$ cat src/verilog/cspr_cfg.svh
// addresses, field positions and reset values of the core status registers
// assumes an 8-bit direct special-function address space
`ifndef CSPR_CFG_SVH
`define CSPR_CFG_SVH
`define CSPR_SP_ADDR    8'h81
`define CSPR_P0L_ADDR   8'h82
`define CSPR_P0H_ADDR   8'h83
`define CSPR_P1L_ADDR   8'h84
`define CSPR_P1H_ADDR   8'h85
`define CSPR_SEL_ADDR   8'h86
`define CSPR_PSW_ADDR   8'hd0
`define CSPR_SP_RST     8'h07
`define CSPR_PTR_RST    8'h00
`define CSPR_SEL_RST    8'h00
`define CSPR_PSW_RST    8'h00
`define CSPR_BIT_CY     7
`define CSPR_BIT_AC     6
`define CSPR_BIT_F0     5
`define CSPR_BIT_RSH    4
`define CSPR_BIT_RSL    3
`define CSPR_BIT_OV     2
`define CSPR_BIT_F1     1
`define CSPR_BIT_PAR    0
`endif

$ cat src/verilog/cspr_pkg.sv
// types shared by the core status and pointer registers
// assumes the constants header is compiled alongside
package cspr_pkg;
  // status word, field order equals bit order 7..0
  typedef struct packed {
    logic carry_borrow_flag;
    logic half_carry_flag;
    logic user_flag_a;
    logic bank_select_high;
    logic bank_select_low;
    logic signed_result_exceeded_flag;
    logic user_flag_b;
    logic parity;
  } cspr_psw_t;

  // flag results from the arithmetic unit
  typedef struct packed {
    logic cy_we;
    logic cy;
    logic ac_we;
    logic ac;
    logic ov_we;
    logic ov;
  } cspr_flag_upd_t;

  // operation on the selected data pointer
  typedef struct packed {
    logic        inc;
    logic        load;
    logic [15:0] value;
  } cspr_ptr_op_t;

  // direct special-function access
  typedef struct packed {
    logic       wr;
    logic       rd;
    logic [7:0] addr;
    logic [7:0] wdata;
  } cspr_sfr_req_t;
endpackage : cspr_pkg

$ cat src/verilog/cspr_regs.sv
// core status word, stack pointer and dual data pointers
// assumes the cpu core drives every input from its own clock domain
//
// Contract
// - overflow flag bit 2 follows arithmetic overflow
// - bit 1 is free user flag
// - bit 0 is accumulator odd parity; code gives even parity, XOR of acc_next
// - bank bits map R0-R7 to four ram banks
// - stack pointer resets 07h, pre-increments on push
// - pointer zero from low/high bytes, reset 00h
// - pointer one is separate pair, reset 00h
// - select bit picks pointer, resets to zero
// - bit 7 is carry or borrow
// - bit 6 is nibble carry or borrow
// - bit 5 user flag, bits 4:3 bank select
`timescale 1ns/1ps
`include "cspr_cfg.svh"

module cspr_regs #(
  parameter int DATA_W = 8
) (
  input  wire logic                     clk,
  input  wire logic                     reset_n,
  input  wire cspr_pkg::cspr_sfr_req_t  sfr,
  input  wire cspr_pkg::cspr_flag_upd_t flag,
  input  wire logic [7:0]               acc_next,
  input  wire logic                     push,
  input  wire logic                     pop,
  input  wire cspr_pkg::cspr_ptr_op_t   ptr_op,
  output logic [7:0]                    sfr_rdata,
  output cspr_pkg::cspr_psw_t           psw,
  output logic [7:0]                    stack_top_index,
  output logic [15:0]                   active_pointer,
  output logic [4:0]                    bank_base
);
  import cspr_pkg::*;

  // the byte-wide register file cannot serve any other width
  if (DATA_W != 8) begin : g_bad_width
    $error("cspr_regs supports DATA_W of 8 only");
  end

  logic [7:0]  data_ptr0_low_byte;
  logic [7:0]  data_ptr0_high_byte;
  logic [7:0]  data_ptr1_low_byte;
  logic [7:0]  data_ptr1_high_byte;
  logic        pointer_bank_choice;
  cspr_psw_t   next_psw;
  logic [7:0]  next_stack_top_index;
  logic [7:0]  next_p0l;
  logic [7:0]  next_p0h;
  logic [7:0]  next_p1l;
  logic [7:0]  next_p1h;
  logic        next_choice;
  logic [15:0] next_active_pointer;
  logic [4:0]  next_bank_base;
  logic [7:0]  next_sfr_rdata;
  logic [15:0] sel_ptr;
  logic [15:0] upd_ptr;
  logic        wr_psw;
  logic        wr_sp;

  assign wr_psw = sfr.wr && (sfr.addr == `CSPR_PSW_ADDR);
  assign wr_sp  = sfr.wr && (sfr.addr == `CSPR_SP_ADDR);

  // status word next value
  always_comb begin
    next_psw = psw;
    if (wr_psw) begin
      next_psw = cspr_psw_t'(sfr.wdata);
    end
    // carry from alu
    // alu results win over a same-cycle software write
    if (flag.cy_we) begin
      next_psw.carry_borrow_flag = flag.cy;
    end
    if (flag.ac_we) begin
      next_psw.half_carry_flag = flag.ac;
    end
    if (flag.ov_we) begin
      next_psw.signed_result_exceeded_flag = flag.ov;
    end
    // parity not writable
    // taken from the value the accumulator loads now, so no lag
    next_psw.parity = ^acc_next;
    next_bank_base = {next_psw.bank_select_high, next_psw.bank_select_low, 3'h0};
  end

  // stack pointer next value
  always_comb begin
    next_stack_top_index = stack_top_index;
    if (wr_sp) begin
      next_stack_top_index = sfr.wdata;
    end else if (push && !pop) begin
      next_stack_top_index = stack_top_index + 8'h01;
    end else if (pop && !push) begin
      next_stack_top_index = stack_top_index - 8'h01;
    end
  end

  // data pointers and selection next values
  always_comb begin
    next_p0l    = data_ptr0_low_byte;
    next_p0h    = data_ptr0_high_byte;
    next_p1l    = data_ptr1_low_byte;
    next_p1h    = data_ptr1_high_byte;
    next_choice = pointer_bank_choice;
    sel_ptr = pointer_bank_choice ? {data_ptr1_high_byte, data_ptr1_low_byte}
                                  : {data_ptr0_high_byte, data_ptr0_low_byte};
    upd_ptr = sel_ptr;
    if (ptr_op.load) begin
      upd_ptr = ptr_op.value;
    end else if (ptr_op.inc) begin
      upd_ptr = sel_ptr + 16'h0001;
    end
    if (pointer_bank_choice) begin
      {next_p1h, next_p1l} = upd_ptr;
    end else begin
      {next_p0h, next_p0l} = upd_ptr;
    end
    // software byte writes override a same-cycle pointer op
    if (sfr.wr) begin
      if (sfr.addr == `CSPR_P0L_ADDR) begin
        next_p0l = sfr.wdata;
      end else if (sfr.addr == `CSPR_P0H_ADDR) begin
        next_p0h = sfr.wdata;
      end else if (sfr.addr == `CSPR_P1L_ADDR) begin
        next_p1l = sfr.wdata;
      end else if (sfr.addr == `CSPR_P1H_ADDR) begin
        next_p1h = sfr.wdata;
      end else if (sfr.addr == `CSPR_SEL_ADDR) begin
        next_choice = sfr.wdata[0];
      end
    end
    next_active_pointer = next_choice ? {next_p1h, next_p1l} : {next_p0h, next_p0l};
  end

  // read data, registered; unmapped addresses read 00h
  always_comb begin
    next_sfr_rdata = sfr_rdata;
    if (sfr.rd) begin
      if (sfr.addr == `CSPR_SP_ADDR) begin
        next_sfr_rdata = stack_top_index;
      end else if (sfr.addr == `CSPR_P0L_ADDR) begin
        next_sfr_rdata = data_ptr0_low_byte;
      end else if (sfr.addr == `CSPR_P0H_ADDR) begin
        next_sfr_rdata = data_ptr0_high_byte;
      end else if (sfr.addr == `CSPR_P1L_ADDR) begin
        next_sfr_rdata = data_ptr1_low_byte;
      end else if (sfr.addr == `CSPR_P1H_ADDR) begin
        next_sfr_rdata = data_ptr1_high_byte;
      end else if (sfr.addr == `CSPR_SEL_ADDR) begin
        next_sfr_rdata = {7'h00, pointer_bank_choice};
      end else if (sfr.addr == `CSPR_PSW_ADDR) begin
        next_sfr_rdata = psw;
      end else begin
        next_sfr_rdata = 8'h00;
      end
    end
  end

  // register stage
  always_ff @(posedge clk) begin
    if (!reset_n) begin
      psw                 <= cspr_psw_t'(`CSPR_PSW_RST);
      stack_top_index     <= `CSPR_SP_RST;
      data_ptr0_low_byte  <= `CSPR_PTR_RST;
      data_ptr0_high_byte <= `CSPR_PTR_RST;
      data_ptr1_low_byte  <= `CSPR_PTR_RST;
      data_ptr1_high_byte <= `CSPR_PTR_RST;
      pointer_bank_choice <= 1'b0;
      active_pointer      <= 16'h0000;
      bank_base           <= 5'h00;
      sfr_rdata           <= 8'h00;
    end else begin
      psw                 <= next_psw;
      stack_top_index     <= next_stack_top_index;
      data_ptr0_low_byte  <= next_p0l;
      data_ptr0_high_byte <= next_p0h;
      data_ptr1_low_byte  <= next_p1l;
      data_ptr1_high_byte <= next_p1h;
      pointer_bank_choice <= next_choice;
      active_pointer      <= next_active_pointer;
      bank_base           <= next_bank_base;
      sfr_rdata           <= next_sfr_rdata;
    end
  end
endmodule : cspr_regs

$ cat config.mk
export PLATFORM = sky130hd
export DESIGN_NAME = cspr_regs
export DESIGN_NICKNAME = d
export VERILOG_FILES = /design/src/verilog/cspr_pkg.sv /design/src/verilog/cspr_regs.sv
export VERILOG_INCLUDE_DIRS = /design/src /design/src/verilog
export SDC_FILE = /design/constraint.sdc
export NUM_CORES = 1
export LEC_CHECK = 0
export BUFFER_PORTS_ARGS = -buffer_cell sky130_fd_sc_hd__buf_2
export CAP_MARGIN = 20
export CORE_MARGIN = 2
export CORE_UTILIZATION = 35
export CTS_BUF_LIST = sky130_fd_sc_hd__clkbuf_4 sky130_fd_sc_hd__clkbuf_8
export DETAILED_ROUTE_END_ITERATION = 16
export GPL_ROUTABILITY_DRIVEN = 0
export GPL_TIMING_DRIVEN = 0
export PLACE_DENSITY = 0.63
export REMOVE_ABC_BUFFERS = 1
export SLEW_MARGIN = 0
export SYNTH_ARGS = -nofsm -noshare
export SYNTH_HDL_FRONTEND = slang
export SYNTH_SLANG_ARGS = --single-unit
$ cat constraint.sdc
create_clock -name clk -period 5.1 [get_ports clk]
set_input_delay 0.255 -clock clk [delete_from_list [all_inputs] [get_ports clk]]
set_output_delay 0.255 -clock clk [all_outputs]
set_load 0.03 [all_outputs]
==> metrics.txt <==
fin util between 40% and 50%; RSZ-0062 raised after global routing no; Clk pin slew, worst setup/hold paths approximately 90 ps; final hold violations 0; FFs w/ async S/R, synth 0%; Mapped Area between 4000 and 5000 sq um; CTS tree done; crit share post-route a little under three fifths; drt first-iter violations between 400 and 500; Pre-antenna DRT Iters 5; leak pwr ~2.3 nW; die width ~120 microns; CTS sink count 73; post-layout min period between 2000 and 3000 ps; Maximum Capacitance Violations 0; largest cells by area after synthesis dfxtp_1, mux2i_1, nand2_1, nor2_1, mux2_2; worst relative slew slack a little over a quarter; vias per cell between 5 and 6; CP Max Fanout 8; cell with the most instances after synthesis dfxtp_1; I/O Buffers 95; Hold-fix buffers, CTS 0; Crit. End Element flip-flop; worst setup path category input pin to flip-flop; die area 15100 sq um; Post-synth EDFFs 0; Slew @ Worst Pin 1060 ps; Synth area leader dfxtp_1; I/O pin total 99; row cnt 43; clk_skew around 13 ps; setup violators final 0; gr usage total approximately 22%; H-tree depth 3; Filler cells ~1400; Setup Fix Bufs, Post-CTS 0; detailed placement HPWL around 12000 microns; Max VDD drop 0.0975 mV; GRT overflow 0; hold_ws 121 ps; final setup TNS 0 ps; Syn-to-layout area delta 14.9%; Inserted Clock Buffers 9; worst skew pair latency ~370 ps; fin. max-slew vios 0; Synth cell types between 70 and 80; Syn Inst Count between 600 and 700; root buffer cell clkbuf_8; drt wl/cell 19.4 microns; Setup crit start kind input pin; first-pass GRT wire length 26100 microns; share of layout cells above drive strength 1 between 20% and 30%; Synth top area share ~30%; status finished clean; top cells by count, synth dfxtp_1, nand2_1, nor2_1, o21ai_0, clkbuf_1; total wire length roughly 17000 microns; vias a little over 5000; Avg Inst Size Synth about 8.0 sq um; ANT cells 0; required time worst endpoint between 5000 and 6000 ps; Initial Utilization between 30% and 40%; initial antenna violation count 0; nets 740; fmax between 300 and 400 MHz; post-cts resize count 0; min-delay worst type input pin to flip-flop; final setup margin 2250 ps; DP Area 5500 sq um; register area share after synthesis between 20% and 30%; pre-CTS setup slack roughly 1800 ps; ANT nets after route 0; Die Ht 123 microns; vias in the first global route between 4000 and 5000; WP data arrival between 3000 and 4000 ps; Power Density approximately 250 nW/um^2; Design Area, Final approximately 5700 sq um; CTS max path bufs 2; Main synth FF type dfxtp_1; Yosys warning total 0; largest net degree at the start of global routing between 50 and 60; post-synthesis register bit count 73; Core ar. 13800 sq um; DRC violations left 0
-- where the power goes --
group          total (mW)  switching (mW)  leakage, nW  internal [mW]
Sequential          0.641          0.0368        0.600          0.604
Combinational       0.345           0.209         1.60          0.136
Clock               0.410           0.232       0.0815          0.178
-- kinds of logic after synthesis --
kind of cell	share of synthesized area, %
fa+ha+maj	2.18
other cells	0.0759
flops	29.6
xor+xnor	3.37
mux	9.27
buf+inv	5.40
simple gates	24.2
compound gates	25.9
-- metrics by stage --
stage | instances | total power [mW]
2_1_floorplan | 567 | 0.869
3_3_place_gp | 842 | 0.985
3_5_place_dp | 846 | 0.994
4_1_cts | 861 | 1.40
5_1_grt | 862 | 1.46
6_report | 862 | 1.40
-- path summary, 6_finish.rpt --
check        cells past startpoint                 from  slack, ps                 end
max reg2reg                      7  pointer_bank_choice       2420  active_pointer[10]
max                              7              sfr[12]       2250  active_pointer[12]
min                              3              flag[4]        120              psw[7]
min reg2reg                      2               psw[5]        490              psw[5]
-- metal layers --
metal / track usage (%) / part of all wire [%] / vias to the layer above / routed length, microns
met5: 0 / 0 / - / 0
met4: 11.3 / 3.8 / 0 / 633
met3: 3.81 / 8.6 / 48 / 1430
met2: 34.5 / 44 / 282 / 7280
met1: 30.3 / 44 / 2387 / 7350
li1: - / - / 2414 / -
-- state kept, by name, summed over array words and instances, names as in the netlist --
signal and flops:
psw 7, bank_base 1, data_ptr1_low_byte 8, data_ptr0_low_byte 8, data_ptr1_high_byte 8, pointer_bank_choice 1, sfr_rdata 8, active_pointer 16
data_ptr0_high_byte 8, stack_top_index 8
-- placed cells by master (no fill, tap or decap), drive strengths merged, types with 7 or more instances in the layout --
| cell type | n |
|---|---|
| buf | 100 |
| dfxtp | 73 |
| nand2 | 63 |
| nor2 | 60 |
| o21ai | 40 |
| a21oi | 27 |
| mux2i | 24 |
| nand3 | 21 |
| mux2 | 19 |
| o211ai | 13 |
| xnor2 | 13 |
| a221oi | 12 |
| a31oi | 11 |
| nand4 | 10 |
| clkbuf | 10 |
| a22o | 9 |
| nand2b | 8 |
| and2 | 8 |
| o22ai | 8 |
| nor3 | 8 |
| inv | 8 |
| nor2b | 7 |
| ha | 7 |
-- layout make-up --
cell class	count	area [sq um]	share of cell area, %
multi-input cells	485	3220	56.8
flip-flops and latches	73	1460	25.8
repair buffers	100	563	9.92
well taps	180	225	3.97
clock buffers	10	131	2.32
clock inverters	5	33.8	0.595
inverters	9	33.8	0.595
-- worst max-delay path, stage by stage --
cell and delay, ps:
buf_2 110, or4b_1 710, nor4_4 350, mux2i_1 920, nor3_1 150, or2_1 300, a2111oi_2 310
Note: power is estimated with default switching activity, not from simulation.
